<file path="src/hw/calseq_pkg.sv">
// package for the calibration sequencer: register map, layouts, timing
package calseq_pkg;

  // ----------------------------------------------------------------
  // timing
  // ----------------------------------------------------------------
  localparam int unsigned CLK_HZ = 25_000_000;
  localparam int unsigned TICK_S = 1;
  localparam int unsigned TICK_CYCLES = CLK_HZ * TICK_S;
  localparam logic [7:0] PHASE_S = 8'h28;
  localparam logic [7:0] START_HOLD_S = 8'h02;
  localparam logic [7:0] RETRIG_HOLD_S = 8'h01;
  localparam logic [7:0] PURGE_RST = 8'h0A;
  localparam logic [7:0] DAMP_RST = 8'h00;

  // ----------------------------------------------------------------
  // register offsets (byte addresses)
  // ----------------------------------------------------------------
  localparam logic [7:0] REG_CTRL = 8'h00;
  localparam logic [7:0] REG_TIME = 8'h04;
  localparam logic [7:0] REG_ZMAP = 8'h08;
  localparam logic [7:0] REG_SMAP = 8'h0C;
  localparam logic [7:0] REG_STAT = 8'h10;
  localparam logic [7:0] REG_CHAN = 8'h14;
  localparam logic [7:0] REG_CMD = 8'h18;

  // ctrl field positions
  localparam int CTRL_VALVES = 0;
  localparam int CTRL_DI_EN = 1;
  localparam int CTRL_PUMP_MENU = 2;
  localparam int CTRL_PUMP_DI = 3;
  localparam int CTRL_SAMPLE_DI = 4;
  localparam logic [31:0] CTRL_RST = 32'h0000_0001;
  // cmd bits (write pulses)
  localparam int CMD_CANCEL = 0;
  localparam int CMD_ZALL = 1;
  localparam int CMD_SALL = 2;
  localparam int CMD_ZSALL = 3;
  localparam int CMD_ZONE = 4;
  localparam int CMD_SONE = 5;

  // ----------------------------------------------------------------
  // types
  // ----------------------------------------------------------------
  typedef enum logic [2:0] {
    CS_IDLE = 3'b000,
    CS_PREPURGE = 3'b001,
    CS_CAL = 3'b010,
    CS_PICK = 3'b011,
    CS_POSTPURGE = 3'b100
  } calseq_state_t;

  typedef enum logic [1:0] {
    PR_NONE = 2'b00,
    PR_ZERO = 2'b01,
    PR_SPAN = 2'b10,
    PR_ZS = 2'b11
  } calseq_proc_t;

  // status word seen by software
  typedef struct packed {
    logic [7:0] remain;
    logic [3:0] gas_valve;
    logic sample_flow;
    logic spanning;
    logic zeroing;
    logic purging;
    logic done;
    logic busy;
  } calseq_stat_t;

  // digital input bundle
  typedef struct packed {
    logic cancel;
    logic zero_every_channel;
    logic span_every_channel;
    logic zero_then_span_every_channel;
    logic pump;
    logic sample;
    logic [7:0] valve;
  } calseq_din_t;

endpackage : calseq_pkg

</file>
<file path="src/hw/calseq_top.sv">
// calibration sequencer with wishbone register file and valve/pump drive
`timescale 1ns/1ps

module calseq_top
  import calseq_pkg::*;
#(
  parameter int NCH = 4,
  parameter int unsigned TICK_DIV = TICK_CYCLES
)
(
  // clock and reset
  input wire logic clk_i,
  input wire logic rst_i,
  // wishbone slave
  input wire logic wb_cyc_i,
  input wire logic wb_stb_i,
  input wire logic wb_we_i,
  input wire logic [7:0] wb_adr_i,
  input wire logic [3:0] wb_sel_i,
  input wire logic [31:0] wb_dat_i,
  output logic [31:0] wb_dat_o,
  output logic wb_ack_o,
  // digital input pins
  input wire calseq_din_t din_i,
  // valve and pump drive
  output logic [7:0] valve_o,
  output logic sample_valve_o,
  output logic pump_o,
  // status
  output logic [NCH-1:0] cal_chan_o,
  output logic zeroing_o,
  output logic spanning_o,
  output logic done_o
);

  // ----------------------------------------------------------------
  // elaboration checks
  // ----------------------------------------------------------------
  // two channel masks share one bus byte, so four channels is the ceiling
  if (NCH < 1 || NCH > 4) $error("NCH must be 1..4");
  if (TICK_DIV < 2) $error("TICK_DIV must be at least 2");

  // ----------------------------------------------------------------
  // helpers
  // ----------------------------------------------------------------
  // lowest valve index whose channel mask overlaps the pending set
  function automatic logic [3:0] pick_valve(input logic [7:0][NCH-1:0] map, input logic [NCH-1:0] pend);
    logic [3:0] r;
    r = 4'hF;
    for (int i = 7; i >= 0; i--)
      if ((map[i] & pend) != '0) r = 4'(i);
    return r;
  endfunction : pick_valve

  function automatic logic [NCH-1:0] all_chan(input logic [7:0][NCH-1:0] map);
    logic [NCH-1:0] r;
    r = '0;
    for (int i = 0; i < 8; i++) r = r | map[i];
    return r;
  endfunction : all_chan

  // pack a valve map into the bus layout, one valve pair per byte
  function automatic logic [31:0] map_word(input logic [7:0][NCH-1:0] map);
    logic [31:0] w;
    w = 32'h0000_0000;
    for (int i = 0; i < 8; i++) w[8*(i/2)+NCH*(i%2)+:NCH] = map[i];
    return w;
  endfunction : map_word

  // ----------------------------------------------------------------
  // registers and signals
  // ----------------------------------------------------------------
  logic [31:0] ctrl_r;
  logic [7:0] purge_r, damp_r;
  logic [7:0][NCH-1:0] zmap_r, smap_r;
  logic [5:0] cmd_pulse;
  calseq_din_t s1_r, s2_r, prev_r;
  logic [$clog2(TICK_DIV)-1:0] div_r;
  logic tick;
  calseq_state_t st_r;
  calseq_proc_t proc_r;
  logic span_r;
  logic [7:0] cnt_r;
  logic [3:0] gv_r;
  logic [NCH-1:0] zpend_r, spend_r;
  logic done_r;
  logic [2:0] req_r;
  logic [7:0] hold_r;
  logic [7:0] valve_in;
  logic sample_ok;
  logic [7:0][NCH-1:0] cur_map;
  logic [NCH-1:0] cur_pend;
  logic [3:0] next_v;
  logic wb_hit;
  calseq_stat_t stat;

  logic wb_wr;

  assign wb_hit = wb_cyc_i && wb_stb_i && !wb_ack_o;
  // writes land on the edge where the master samples ack high
  assign wb_wr = wb_cyc_i && wb_stb_i && wb_we_i && wb_ack_o;

  // ----------------------------------------------------------------
  // wishbone slave, one wait state, ack one cycle
  // ----------------------------------------------------------------
  always_ff @(posedge clk_i)
  begin
    if (rst_i)
      wb_ack_o <= 1'b0;
    else
      wb_ack_o <= wb_hit;
  end

  // write side; sel bytes honored on config words, taken with ack
  always_ff @(posedge clk_i)
  begin
    if (rst_i)
    begin
      ctrl_r <= CTRL_RST;
      purge_r <= PURGE_RST;
      damp_r <= DAMP_RST;
      zmap_r <= '0;
      smap_r <= '0;
    end
    else if (wb_wr)
    begin
      unique case (wb_adr_i)
        REG_CTRL: if (wb_sel_i[0]) ctrl_r[7:0] <= wb_dat_i[7:0];
        REG_TIME:
        begin
          if (wb_sel_i[0]) purge_r <= wb_dat_i[7:0];
          if (wb_sel_i[1]) damp_r <= wb_dat_i[15:8];
        end
        REG_ZMAP: for (int i = 0; i < 4; i++) if (wb_sel_i[i]) zmap_r[2*i+:2] <= (2*NCH)'(wb_dat_i[8*i+:2*NCH]);
        REG_SMAP: for (int i = 0; i < 4; i++) if (wb_sel_i[i]) smap_r[2*i+:2] <= (2*NCH)'(wb_dat_i[8*i+:2*NCH]);
        default: ;
      endcase
    end
  end

  // command strobes are single-cycle pulses on the acked write
  assign cmd_pulse = (wb_wr && wb_adr_i == REG_CMD && wb_sel_i[0]) ? wb_dat_i[5:0] : 6'h00;

  // read data, unmapped offsets read zero
  always_ff @(posedge clk_i)
  begin
    if (rst_i)
      wb_dat_o <= 32'h0000_0000;
    else if (wb_hit && !wb_we_i)
    begin
      unique case (wb_adr_i)
        REG_CTRL: wb_dat_o <= ctrl_r;
        REG_TIME: wb_dat_o <= {16'h0000, damp_r, purge_r};
        REG_ZMAP: wb_dat_o <= map_word(zmap_r);
        REG_SMAP: wb_dat_o <= map_word(smap_r);
        REG_STAT: wb_dat_o <= 32'(stat);
        REG_CHAN: wb_dat_o <= {8'h00, 8'(spend_r), 8'(zpend_r), 8'(cal_chan_o)};
        default: wb_dat_o <= 32'h0000_0000;
      endcase
    end
  end

  // ----------------------------------------------------------------
  // pin synchronisers; stage two and the edge-detect stage after it are read
  // ----------------------------------------------------------------
  always_ff @(posedge clk_i)
  begin
    if (rst_i)
    begin
      s1_r <= '0;
      s2_r <= '0;
      prev_r <= '0;
    end
    else
    begin
      s1_r <= din_i;
      s2_r <= s1_r;
      prev_r <= s2_r;
    end
  end

  always_ff @(posedge clk_i)
  begin
    if (rst_i || div_r == ($clog2(TICK_DIV))'(TICK_DIV - 1))
      div_r <= '0;
    else
      div_r <= div_r + 1'b1;
  end
  assign tick = (div_r == ($clog2(TICK_DIV))'(TICK_DIV - 1));

  // ----------------------------------------------------------------
  // remote start capture: latch first edge, confirm by hold time
  // ----------------------------------------------------------------
  // first rising edge wins; later ones ignored while latched
  // start fires after held long enough once idle
  // no input start without valves fitted
  always_ff @(posedge clk_i)
  begin
    if (rst_i)
    begin
      req_r <= 3'b000;
      hold_r <= 8'h00;
    end
    else if (!ctrl_r[CTRL_DI_EN] || !ctrl_r[CTRL_VALVES])
    begin
      req_r <= 3'b000;
      hold_r <= 8'h00;
    end
    else if (req_r == 3'b000)
    begin
      hold_r <= 8'h00;
      if (s2_r.zero_every_channel && !prev_r.zero_every_channel) req_r <= 3'b001;
      else if (s2_r.span_every_channel && !prev_r.span_every_channel) req_r <= 3'b010;
      else if (s2_r.zero_then_span_every_channel && !prev_r.zero_then_span_every_channel) req_r <= 3'b100;
    end
    else if ((req_r & {s2_r.zero_then_span_every_channel, s2_r.span_every_channel,
                       s2_r.zero_every_channel}) == 3'b000)
      req_r <= 3'b000;  // released too early: drop it
    else if (st_r == CS_IDLE && tick)
    begin
      hold_r <= hold_r + 1'b1;
      if (hold_r + 1'b1 >= (done_r ? RETRIG_HOLD_S : START_HOLD_S))
        req_r <= 3'b000;  // consumed by the sequencer this cycle
    end
  end

  logic go;
  calseq_proc_t go_proc;
  logic cancel;
  always_comb
  begin
    go = 1'b0;
    go_proc = PR_NONE;
    if (st_r == CS_IDLE && tick && req_r != 3'b000 &&
        (req_r & {s2_r.zero_then_span_every_channel, s2_r.span_every_channel, s2_r.zero_every_channel}) != 3'b000 &&
        hold_r + 1'b1 >= (done_r ? RETRIG_HOLD_S : START_HOLD_S))
    begin
      go = 1'b1;
      go_proc = req_r[0] ? PR_ZERO : (req_r[1] ? PR_SPAN : PR_ZS);
    end
    else if (st_r == CS_IDLE && ctrl_r[CTRL_VALVES])
    begin
      if (cmd_pulse[CMD_ZSALL]) begin go = 1'b1; go_proc = PR_ZS; end
      else if (cmd_pulse[CMD_ZALL] || cmd_pulse[CMD_ZONE]) begin go = 1'b1; go_proc = PR_ZERO; end
      else if (cmd_pulse[CMD_SALL] || cmd_pulse[CMD_SONE]) begin go = 1'b1; go_proc = PR_SPAN; end
    end
  end
  assign cancel = st_r != CS_IDLE && (cmd_pulse[CMD_CANCEL] ||
                  (ctrl_r[CTRL_DI_EN] && s2_r.cancel && !prev_r.cancel));

  // ----------------------------------------------------------------
  // sequencer
  // ----------------------------------------------------------------
  assign cur_map = span_r ? smap_r : zmap_r;
  assign cur_pend = span_r ? spend_r : zpend_r;
  assign next_v = pick_valve(cur_map, cur_pend);

  always_ff @(posedge clk_i)
  begin
    if (rst_i)
    begin
      st_r <= CS_IDLE;
      proc_r <= PR_NONE;
      span_r <= 1'b0;
      cnt_r <= 8'h00;
      gv_r <= 4'hF;
      zpend_r <= '0;
      spend_r <= '0;
      done_r <= 1'b0;
    end
    // cancel beats every state; the gas valve is dropped at once and idle drive from the valve pins takes over
    else if (cancel)
    begin
      st_r <= CS_IDLE;
      gv_r <= 4'hF;
      proc_r <= PR_NONE;
    end
    else
    begin
      unique case (st_r)
        CS_IDLE:
          if (go)
          begin
            proc_r <= go_proc;
            span_r <= go_proc == PR_SPAN;
            zpend_r <= go_proc == PR_SPAN ? '0 : all_chan(zmap_r);
            spend_r <= go_proc == PR_ZERO ? '0 : all_chan(smap_r);
            done_r <= 1'b0;
            st_r <= CS_PICK;
          end
        // choose next valve with pending channels
        CS_PICK:
          if (next_v != 4'hF)
          begin
            gv_r <= next_v;
            cnt_r <= purge_r;
            st_r <= CS_PREPURGE;
          end
          // zeros done, span follows for zero-then-span
          else if (!span_r && proc_r == PR_ZS)
            span_r <= 1'b1;
          else
          begin
            gv_r <= 4'hF;
            cnt_r <= 8'(purge_r + {damp_r, 1'b0});
            st_r <= CS_POSTPURGE;
          end
        CS_PREPURGE:
          if (cnt_r == 8'h00)
          begin
            cnt_r <= PHASE_S;
            st_r <= CS_CAL;
          end
          else if (tick)
            cnt_r <= cnt_r - 1'b1;
        CS_CAL:
          if (cnt_r == 8'h00)
          begin
            if (span_r) spend_r <= spend_r & ~smap_r[gv_r[2:0]];
            else zpend_r <= zpend_r & ~zmap_r[gv_r[2:0]];
            st_r <= CS_PICK;
          end
          else if (tick)
            cnt_r <= cnt_r - 1'b1;
        // done only at zero with sample flow
        CS_POSTPURGE:
          if (cnt_r == 8'h00 && sample_valve_o)
          begin
            done_r <= 1'b1;
            proc_r <= PR_NONE;
            st_r <= CS_IDLE;
          end
          else if (tick && cnt_r != 8'h00)
            cnt_r <= cnt_r - 1'b1;
        default: st_r <= CS_IDLE;
      endcase
    end
  end

  // ----------------------------------------------------------------
  // valve, pump and status drive
  // ----------------------------------------------------------------
  // level valve inputs, valve one highest
  always_comb
  begin
    valve_in = 8'h00;
    for (int i = 7; i >= 0; i--)
      if (s2_r.valve[i]) valve_in = 8'(1) << i;
    if (!ctrl_r[CTRL_DI_EN]) valve_in = 8'h00;
  end

  logic [7:0] valve_nxt;
  logic running;
  assign running = st_r == CS_PREPURGE || st_r == CS_CAL;
  assign valve_nxt = (st_r != CS_IDLE) ? (running ? 8'(1) << gv_r[2:0] : 8'h00) : valve_in;
  // sample when nothing else open and enabled; inputs outrank it
  assign sample_ok = valve_nxt == 8'h00 && (st_r != CS_IDLE || !ctrl_r[CTRL_SAMPLE_DI] || s2_r.sample);

  always_ff @(posedge clk_i)
  begin
    if (rst_i)
    begin
      valve_o <= 8'h00;
      sample_valve_o <= 1'b0;
      pump_o <= 1'b0;
    end
    else
    begin
      valve_o <= valve_nxt;
      sample_valve_o <= sample_ok;
      // pump source, forced off with all closed
      pump_o <= (valve_nxt != 8'h00 || sample_ok) &&
                (ctrl_r[CTRL_PUMP_DI] ? s2_r.pump : ctrl_r[CTRL_PUMP_MENU]);
    end
  end

  // phase name and channels under calibration
  always_ff @(posedge clk_i)
  begin
    if (rst_i)
    begin
      cal_chan_o <= '0;
      zeroing_o <= 1'b0;
      spanning_o <= 1'b0;
      done_o <= 1'b0;
    end
    else
    begin
      cal_chan_o <= (st_r == CS_CAL) ? cur_map[gv_r[2:0]] & cur_pend : '0;
      zeroing_o <= st_r == CS_CAL && !span_r;
      spanning_o <= st_r == CS_CAL && span_r;
      done_o <= done_r;
    end
  end

  assign stat = '{remain: cnt_r, gas_valve: gv_r, sample_flow: sample_valve_o,
                  spanning: spanning_o, zeroing: zeroing_o,
                  purging: st_r == CS_PREPURGE || st_r == CS_POSTPURGE,
                  done: done_r, busy: st_r != CS_IDLE};

endmodule : calseq_top

</file>
<file path="config.mk">
export PLATFORM = sky130hd
export DESIGN_NAME = calseq_top
export DESIGN_NICKNAME = d
export VERILOG_FILES = /design/src/hw/calseq_pkg.sv /design/src/hw/calseq_top.sv
export SDC_FILE = /design/constraint.sdc
export NUM_CORES = 1
export LEC_CHECK = 0
export ABC_AREA = 1
export BUFFER_PORTS_ARGS = -buffer_cell sky130_fd_sc_hd__buf_2
export CAP_MARGIN = 20
export CORE_ASPECT_RATIO = 0.8
export CORE_MARGIN = 1
export CORE_UTILIZATION = 30
export CTS_BUF_LIST = sky130_fd_sc_hd__clkbuf_4
export CTS_CLUSTER_DIAMETER = 120
export DETAILED_ROUTE_END_ITERATION = 12
export PLACE_DENSITY = 0.44
export REMOVE_ABC_BUFFERS = 1
export SLEW_MARGIN = 25
export SYNTH_ARGS = -nofsm -noshare
export SYNTH_HDL_FRONTEND = slang
export SYNTH_SLANG_ARGS = --single-unit
</file>
<file path="constraint.sdc">
create_clock -name clk_i -period 5 [get_ports clk_i]
set_clock_uncertainty 0.2 [all_clocks]
set_input_delay 0.75 -clock clk_i [delete_from_list [all_inputs] [get_ports clk_i]]
set_output_delay 0.75 -clock clk_i [all_outputs]
set_load 0.005 [all_outputs]
</file>
After elaboration in Yosys (flattened, before gate mapping)
Index checks and enable logic that the tools add are counted.
{"block": "totals", "regBits": 233, "elab_cells": 306, "inputBits": 63}
{"block": "classes", "add_sub_neg": 4, "n_lt_le_gt_ge": 2, "n_reduce_logical": 95, "mux": 87, "eq_ne": 29, "bitwise": 31, "shifts": 1}
{"cell": "case mux 32 bit (6 select lines)", "n": 1}
{"cell": "two-way mux 8 bit", "n": 18}
{"cell": "two-way mux 4 bit", "n": 22}
{"cell": "bitwise OR 4 bit", "n": 14}
{"cell": "bitwise AND 4 bit", "n": 11}
{"cell": "two-way mux 3 bit", "n": 13}
{"cell": "AND reduction 3 bit", "n": 13}
{"cell": "binary-select mux 4 bit (select 3 bit)", "n": 3}
{"cell": "nonzero test 4 bit", "n": 9}
{"cell": "two-way mux 32 bit", "n": 1}
{"cell": "case mux 8 bit (4 select lines)", "n": 1}
{"cell": "adder 25 x 1 -> 25 bit (second input constant)", "n": 1}
{"cell": "== test 25 bit (second input constant)", "n": 1}
{"cell": "logical AND 1 bit", "n": 25}
{"cell": "== test 8 x 5 -> 1 bit (second input constant)", "n": 3}
{"cell": "logical NOT 8 bit", "n": 3}
{"cell": "inequality test 2 bit (second input constant)", "n": 12}
{"cell": "AND reduction 5 bit", "n": 4}
{"cell": "two-way mux 2 bit", "n": 9}
{"cell": "== test 8 x 4 -> 1 bit (second input constant)", "n": 2}
{"cell": "case mux 4 bit (2 select lines)", "n": 2}
{"cell": "nonzero test 8 bit", "n": 2}
{"cell": "case mux 3 bit (5 select lines)", "n": 1}
{"cell": "nonzero test 3 bit", "n": 5}
{"cell": "other kinds (31)", "n": 73}

Longest topological paths before layout
Gate-level depths: netlist of run 1.
{"block": "logic_depth", "depth_word": 16, "ltp_mapped": 17}

Least setup slack after synthesis of run 1
No wires, ideal clock.
{"block": "synth_path", "path_kind": "input to register", "startpoint": "input port wb_cyc_i", "endpoint": "register proc_r[1]", "t_arrival_ps": 2087, "n_path_buf": 1, "cell_stages": 14, "t_required_ps": 4683, "setup_time_ps": 117, "slack_ps": 2596, "path_cell_list": "nand2_1 > nor2_2 > nand2_1 > nor2_1 > nand2_1 > inv_1 > nand2_1 > o21ai_0 > nand2_1 > nand3_2 > buf_4 > nand3_1 > a21oi_1 > nor2_1"}
{"block": "synth_via", "elab_chain_cells": 14, "elab_cells_between_ends": 25, "classes_between": "eq/ne (1); mux (13); reduce/logical (11)"}
{"item": "start: declaration", "line_no": "calseq_top.sv:15", "rtl": "input wire logic wb_cyc_i,"}
{"item": "logical AND 1 bit * (3 in a row)", "line_no": "calseq_top.sv:101", "rtl": "assign wb_wr = wb_cyc_i && wb_stb_i && wb_we_i && wb_ack_o;"}
{"item": "logical AND 1 bit * (2 in a row)", "line_no": "calseq_top.sv:142", "rtl": "assign cmd_pulse = (wb_wr && wb_adr_i == REG_CMD && wb_sel_i[0]) ? wb_dat_i[5:0] : 6'h00;"}
{"item": "two-way mux 6 bit *", "line_no": "calseq_top.sv:142"}
{"item": "logical OR 1 bit", "line_no": "calseq_top.sv:245", "rtl": "else if (cmd_pulse[CMD_SALL] || cmd_pulse[CMD_SONE]) begin go = 1'b1; go_proc = PR_SPAN; end"}
{"item": "two-way mux 2 bit or two-way mux 1 bit (tied branches)", "line_no": "calseq_top.sv:245"}
{"item": "two-way mux 2 bit or two-way mux 1 bit (tied branches)", "line_no": "calseq_top.sv:244", "rtl": "else if (cmd_pulse[CMD_ZALL] || cmd_pulse[CMD_ZONE]) begin go = 1'b1; go_proc = PR_ZERO; end"}
{"item": "two-way mux 2 bit or two-way mux 1 bit (tied branches)", "line_no": "calseq_top.sv:243", "rtl": "if (cmd_pulse[CMD_ZSALL]) begin go = 1'b1; go_proc = PR_ZS; end"}
{"item": "two-way mux 2 bit or two-way mux 1 bit (tied branches)", "line_no": "calseq_top.sv:241", "rtl": "else if (st_r == CS_IDLE && ctrl_r[CTRL_VALVES])"}
{"item": "two-way mux 2 bit or two-way mux 1 bit (tied branches)", "line_no": "calseq_top.sv:234", "rtl": "if (st_r == CS_IDLE && tick && req_r != 3'b000 &&"}
{"item": "two-way mux 2 bit or inequality test 2 bit (tied branches)"}
{"item": "case mux 2 bit (2 select lines) or AND reduction 3 bit (tied branches)"}
{"item": "end signal: assignment", "line_no": "calseq_top.sv:284", "rtl": "proc_r <= go_proc;"}
{"item": "end: declaration", "line_no": "calseq_top.sv:81", "rtl": "calseq_proc_t proc_r;"}
Mark *: on every way between the ends. The rest lies on a longest branch, timed or not. The select of a mux whose other input is x is not followed.
A chain may end at the register's enable or synchronous reset.

Final worst setup path of run 1
{"block": "layout_path", "startpoint": "register wb_ack_o", "endpoint": "register zpend_r[1]"}
{"block": "layout_via", "elab_chain_cells": 14, "elab_cells_between_ends": 25, "classes_between": "eq/ne (2); mux (14); bitwise (1); reduce/logical (8)"}
{"item": "start: declaration", "line_no": "calseq_top.sv:22", "rtl": "output logic wb_ack_o,"}
{"item": "start signal: assignment", "line_no": "calseq_top.sv:111", "rtl": "wb_ack_o <= wb_hit;"}
{"item": "logical AND 1 bit *", "line_no": "calseq_top.sv:101"}
{"item": "logical AND 1 bit * (2 in a row)", "line_no": "calseq_top.sv:142"}
{"item": "two-way mux 6 bit *", "line_no": "calseq_top.sv:142"}
{"item": "logical OR 1 bit", "line_no": "calseq_top.sv:245"}
{"item": "two-way mux 2 bit", "line_no": "calseq_top.sv:245"}
{"item": "two-way mux 2 bit", "line_no": "calseq_top.sv:244"}
{"item": "two-way mux 2 bit", "line_no": "calseq_top.sv:243"}
{"item": "two-way mux 2 bit", "line_no": "calseq_top.sv:241"}
{"item": "two-way mux 2 bit", "line_no": "calseq_top.sv:234"}
{"item": "== test 2 bit", "line_no": "calseq_top.sv:286", "rtl": "zpend_r <= go_proc == PR_SPAN ? '0 : all_chan(zmap_r);"}
{"item": "two-way mux 4 bit", "line_no": "calseq_top.sv:286"}
{"item": "two-way mux 4 bit", "line_no": "calseq_top.sv:282", "rtl": "if (go)"}
{"item": "case mux 4 bit (2 select lines)", "line_no": "calseq_top.sv:280", "rtl": "unique case (st_r)"}
{"item": "end signal: assignment", "line_no": "calseq_top.sv:286"}
{"item": "end signal: assignment", "line_no": "calseq_top.sv:320", "rtl": "else zpend_r <= zpend_r & ~zmap_r[gv_r[2:0]];"}
{"item": "end: declaration", "line_no": "calseq_top.sv:85", "rtl": "logic [NCH-1:0] zpend_r, spend_r;"}
Marks and branches as above.

==> flow_summary_export.csv, run 1 <==
group,metric,value,unit
run_status,status,"finished, final reports clean",
sta,worst_pin_slew,1.10,ns
sta,setup_viol,0,
synth,async_reset_ff_frac,0,
cells_and_area,fill_cells,4421,
detailed_routing,avgRoutedWirePerCell,19.5,um
global_routing,antenna_found_initial,2,
cts,cts_resized,0,
hold_path,hold_path_class,"input port to register",
cts,worstSkewPairLatency,0.76,ns
setup_path,crit_chain,"nand2_1, nor2_2, nand2_1, nor2_1, nand2_1, o21bai_1, nand2_1, nand2_1, nor2_1, nand3_2, nand2_1, nand2_1, a21oi_1",
detailed_routing,vias,12879,
synth,ys_seq_area_frac,0.390,
sta,final_hold_viol_count,0,
setup_path,required,5.40,ns
global_routing,grt_pass1_vias,11942,
detailed_routing,routed_via_density,5.14,
sta,holdWs,0.0508,ns
setup_path,reg2regPathDepth,13,
setup_path,crit_path_frequent_cell,"nand2_1",
job,cap_violations,0,
die,coreArea,39400,um2
die,die_h,181,um
placement,pre_cts_slack,1.23,ns
die,num_io_pins,113,
sta,max_freq,303,MHz
placement,place_congestion,0.933,
setup_path,critPathSlowestCell,"nor2_2",
detailed_routing,drtIter0Drc,1296,
cells_and_area,layout-drive-gt1-share,0.135,
placement,hpwl,36.4,mm
hold_path,hold_path_depth,3,
setup_path,critPathTopFamily,"simple AND/OR/NAND/NOR gates",
setup_path,crit_type,"register to register",
placement,placedCellCount,2383,
setup_path,rrSetupSlack,1.69,ns
synth,syn_area_per_cell,6.72,um2
die,die-area,40700,um2
synth,synth_seq_cells,233,
cts,cts_buffer_depth,3,
die,start_util,0.304,
sta,rsz0062_at_grt,"no",
setup_path,worstPathArrival,3.70,ns
cts,tritoncts,"built",
die,dieWidth,225,um
setup_path,cp-end-kind,"register",
power,irDropWorstVdd,0.000135,V
power,power.leakage,5.77,nW
synth,ys.warnings.count,0,
setup_path,cp-startpoint,"wb_ack_o",
sta,final.setup.tns,0,ns
setup_path,crit_fanout,8,
setup_path,cpPeakStageDelay,0.59,ns
die,core.rowCount,65,
detailed_routing,route.detailed.drc,0,
global_routing,use_met3,0.0592,
cts,path_clk_slew,0.08,ns
cells_and_area,area_growth_syn_to_layout,16.9,%
synth,synth-edff-count,0,
global_routing,gr-usage-met1,0.377,
synth,netlist_area,12000,um2
hold_path,hp-start,"wb_dat_i[17]",
setup_path,rr_endpoint,"zpend_r[1]",
placement,portBuffers,112,
sta,maxSlewViolCount,0,
setup_path,regToRegStartpoint,"wb_ack_o",
cells_and_area,final_cells,2505,
sta,period_minus_slack,3.31,ns
setup_path,crit_buf_inv,0,
global_routing,use_met2,0.312,
detailed_routing,routed_wl,48.8,mm
power,power-per-cell-area,355,nW/um2
hold_path,min_to,"smap_r[17]",
global_routing,grt_pass1_wl,73.8,mm
cells_and_area,seq_area,4670,um2
sta,fin_ws,1.69,ns
sta,fin_crit_sh,0.661,
setup_path,start_kind,"register",
detailed_routing,dr.pass1.iters,5,
cts,root_buffer,"clkbuf_4",
cts,htree_levels,3,
detailed_routing,ant_nets,0,
cts,cts_buffers,69,
cells_and_area,multi_input_area,6200,um2
sta,maxSlewHeadroom,0.262,
synth,ys_types,56,
global_routing,grt_remaining_overflow,0,
global_routing,grt_busiest_layer,"met1",
cells_and_area,finalNetCount,2005,
synth,syn_inst,1781,
setup_path,worst-path-stages,13,
cts,clock-sinks,233,
global_routing,grt_use_total,0.239,
global_routing,grt_max_degree,63,
synth,synth_flop_cell,"dfxtp_1",
==> power breakdown <==
part | internal (mW) | switching (mW) | total [mW]
clock network | 0.953 | 0.867 | 1.82
registers | 1.94 | 0.109 | 2.05
logic | 0.295 | 0.810 | 1.11
==> per-layer routing <==
metal	up-vias	share of wire
li1	6265	-
met4	0	0.016
met5	-	0
met3	70	0.086
met2	486	0.38
met1	6058	0.52
==> placed cells by master (no fill, tap or decap), drive strengths merged, types with 3 or more instances in the layout <==
master | Yosys | final
a22o | 4 | 4
o31ai | 3 | 3
a22oi | 9 | 9
clkinv | 7 | 16
o22ai | 30 | 30
nor2 | 228 | 228
nor3 | 29 | 29
a211oi | 5 | 5
a31oi | 6 | 6
or2 | 3 | 3
buf | 14 | 132
dlygate4sd3 | 0 | 12
o221ai | 10 | 10
a41oi | 9 | 9
o2111ai | 7 | 7
nor4 | 19 | 19
clkbuf | 52 | 93
inv | 209 | 213
o21ai | 161 | 161
nand4 | 29 | 29
o21a | 4 | 4
a221oi | 9 | 9
xor2 | 14 | 14
a21oi | 167 | 167
dfxtp | 233 | 233
o211ai | 7 | 7
xnor2 | 4 | 4
ha | 11 | 11
nand3 | 73 | 73
nand2 | 407 | 407
nor3b | 3 | 3
==> worst reg2reg max path: cells and delay by family (launching register included) <==
family           cells  cell delay [ns]
AO/OA/AOI/OAI        2             0.42
AND/OR/NAND/NOR     11             2.19
flip-flops           1             0.38
==> final cells by class <==
type	instances	area share
Antenna cell	2	0.000358
Clock inverter	15	0.00787
Inverter	216	0.0581
Tap cell	536	0.0479
Timing Repair Buffer	144	0.0595
Sequential cell	233	0.333
Multi-Input combinational cell	1266	0.443
Clock buffer	93	0.0499
==> stage by stage <==
stage	power (mW)	utilization	area, um2
CTS	5.01	0.355	14000
global placement	3.17	0.332	13100
global route	5.26	0.356	14000
floorplan	2.71	-	11700
finish	4.97	0.356	14000
detailed placement	3.16	0.332	13100
==> repair_timing <==
action,4_1_cts,5_1_grt
hold buffers,12,0
endpoints found under the hold margin,12,0
setup buffers,0,0
==> registers in the layout (all words and copies together), names as in the netlist, 14 cells and up <==
| signal | cells |
|---|---|
| wb_dat_o | 32 |
| s1_r | 14 |
| div_r | 25 |
| smap_r | 32 |
| zmap_r | 32 |
| s2_r | 14 |
==> synthesized netlist by cell type (19+ instances only) <==
library cell  instances  area, um2
nand2_1             399       1500
dfxtp_1             233       4660
nor2_1              221        830
inv_1               206        773
a21oi_1             166        831
o21ai_0             144        721
nand3_1              71        355
clkbuf_1             52        195
o22ai_1              30        188
nand4_1              28        175
nor3_1               27        135
nor4_1               19        119
==> kinds of logic after synthesis <==
family,Yosys count,share of synthesized area
flip-flops,233,0.390
AND/OR/NAND/NOR,797,0.282
buffers and inverters,282,0.0932
XOR/XNOR,18,0.0132
adder cells (fa/ha/maj),12,0.0132
AO/OA/AOI/OAI,439,0.209
==> how the worst max path moves through the flow <==
stage / to / slack (ns)
floorplan: wb_dat_o[2] / 0.98
global placement: zpend_r[2] / 1.18
detailed placement: zpend_r[3] / 1.23
CTS: zpend_r[1] / 1.74
global route: zpend_r[2] / 1.40
finish: zpend_r[1] / 1.69
No activity file was read; power rests on OpenSTA's default activity.
==> inputs of run 2 (changes only) <==
Settings changed: PLACE_DENSITY 0.44 to 0.46.
Clock period 5 ns to 2.7 ns, I/O delays scaled along.
==> flow_summary_export.csv, run 2 (same netlist as run 1, synthesis figures left out) <==
group,metric,value,unit
setup_path,start_kind,"register",
job,cap_violations,0,
cells_and_area,layout-drive-gt1-share,0.171,
cells_and_area,fill_cells,4307,
setup_path,crit_path_frequent_cell,"nand2_1",
detailed_routing,routed_wl,49.8,mm
cells_and_area,final_common_cell,"nand2_1",
sta,final_hold_viol_count,0,
cts,cts_buffers,70,
setup_path,critPathTopFamily,"simple AND/OR/NAND/NOR gates",
die,dieWidth,225,um
sta,setup_viol,0,
setup_path,crit_buf_inv,4,
die,start_util,0.304,
detailed_routing,drtIter0Drc,1372,
die,coreArea,39400,um2
setup_path,required,3.13,ns
setup_path,worstPathArrival,2.98,ns
cells_and_area,final_util,0.388,
cells_and_area,area_growth_syn_to_layout,27.5,%
global_routing,grt_remaining_overflow,0,
sta,maxSlewViolCount,0,
placement,hpwl,37.6,mm
detailed_routing,vias,13390,
sta,maxSlewHeadroom,0.394,
die,num_io_pins,113,
sta,final.setup.tns,0,ns
cts,tritoncts,"built",
sta,worst_pin_slew,0.901,ns
hold_path,hold_path_class,"input port to register",
sta,period_minus_slack,2.55,ns
detailed_routing,route.detailed.drc,0,
cts,worstSkewPairLatency,0.76,ns
placement,placedCellCount,2450,
die,die_h,181,um
placement,portBuffers,112,
setup_path,crit_chain,"inv_4, buf_4, nand2_1, nand2_1, nand2_1, nand2_1, nor2_2, nand2_1, nor2_4, buf_4, nand4_1, nor2b_4, buf_4, nand3_1, nor2_1, nor2_1",
cts,htree_levels,3,
cells_and_area,mostFrequentLayoutCells,"nand2_1 (398), dfxtp_1 (232), nor2_1 (219)",
run_status,status,"finished, final reports clean",
detailed_routing,routed_via_density,5.07,
placement,place_congestion,0.939,
cells_and_area,finalNetCount,2130,
cts,root_buffer,"clkbuf_4",
setup_path,critPathSlowestCell,"dfxtp_2",
setup_path,cp-end-kind,"register",
setup_path,crit_type,"register to register",
setup_path,cpPeakStageDelay,0.36,ns
sta,fin_crit_sh,0.943,
cells_and_area,top_regs,"smap_r: 32 flops, wb_dat_o: 32 flops, zmap_r: 32 flops",
cts,clock-sinks,233,
detailed_routing,dr.pass1.iters,5,
global_routing,grt_use_total,0.242,
sta,max_freq,393,MHz
global_routing,grt_max_degree,54,
detailed_routing,ant_nets,0,
cts,cts_buffer_depth,3,
global_routing,grt_pass1_vias,12226,
cts,path_clk_slew,0.07,ns
die,core.rowCount,65,
global_routing,antenna_found_initial,1,
setup_path,crit_fanout,26,
detailed_routing,avgRoutedWirePerCell,18.8,um
power,irDropWorstVdd,0.000311,V
cells_and_area,final_cells,2642,
power,power.leakage,6.46,nW
power,power-per-cell-area,628,nW/um2
global_routing,grt_pass1_wl,74.1,mm
die,die-area,40700,um2
[run 2: changes by cell type in the layout (fill, tap and decap cells not counted), moves of 2 or more]
cell	change
buf_12	+6
clkinv_2	+2
nor2_4	+4
clkinv_1	-3
nand3_1	-2
buf_4	+67
nor2_2	-4
dlygate4sd3_1	+51
clkbuf_4	+12
clkinvlp_4	+4
[run 2: routing by layer]
metal  track usage  up-vias  part of all wire
met1         0.372     6273              0.51
met2         0.317      519              0.38
li1              -     6527                 -
met3        0.0750       71             0.091
met5             0        -                 0
met4        0.0593        0             0.019
[run 2: where the power goes]
group / internal [mW] / leakage [nW] / switching [mW] / total [mW]
sequential: 3.59 / 1.89 / 0.142 / 3.73
combinational: 0.751 / 4.03 / 1.59 / 2.34
clock: 1.87 / 0.537 / 1.64 / 3.51
total: 6.21 / 6.46 / 3.37 / 9.58
[run 2: through the flow]
step	setup slack, ns	hold WS [ns]	instance area, um2	power, mW
floorplan	-0.972	0.188	11700	5.01
global placement	0.107	0.195	13600	5.96
detailed placement	0.0423	0.197	13600	5.97
CTS	0.000746	0.0549	15200	9.60
global route	-0.0105	0.0951	15300	10.1
finish	0.154	0.117	15300	9.58
[run 2: what timing repair did]
item	CTS	global route
setup endpoints to repair	0	23
setup buffers	0	6
gates resized for setup	0	14
endpoints found under the hold margin	122	0
hold buffers	63	0
[run 2: layout make-up]
cell class | instances | area, um2 | area share
multi-input cells | 1266 | 6250 | 0.409
flip-flops and latches | 233 | 4670 | 0.306
repair buffers | 268 | 1970 | 0.129
inverters | 216 | 821 | 0.0538
clock buffers | 105 | 788 | 0.0516
well taps | 536 | 671 | 0.0439
clock inverters | 17 | 101 | 0.00664
diodes | 1 | 2.50 | 0.000164
[run 2: final timing paths]
path / startpoint / endpoint / slack [ns] / cells after the start
worst min-delay path: wb_adr_i[1] / wb_dat_o[2] / 0.12 / 7
worst max-delay path: span_r / cnt_r[6] / 0.15 / 16
worst max register to register: span_r / cnt_r[6] / 0.15 / 16
worst min register to register: s1_r[8] / s2_r[8] / 0.19 / 2
[run 2: worst min-delay path, cell delays in order]
cell and delay [ns]:
buf_2 0.07, inv_1 0.05, nand2_1 0.09, nor3_2 0.06, buf_4 0.16, nand3_1 0.07, a41oi_1 0.11
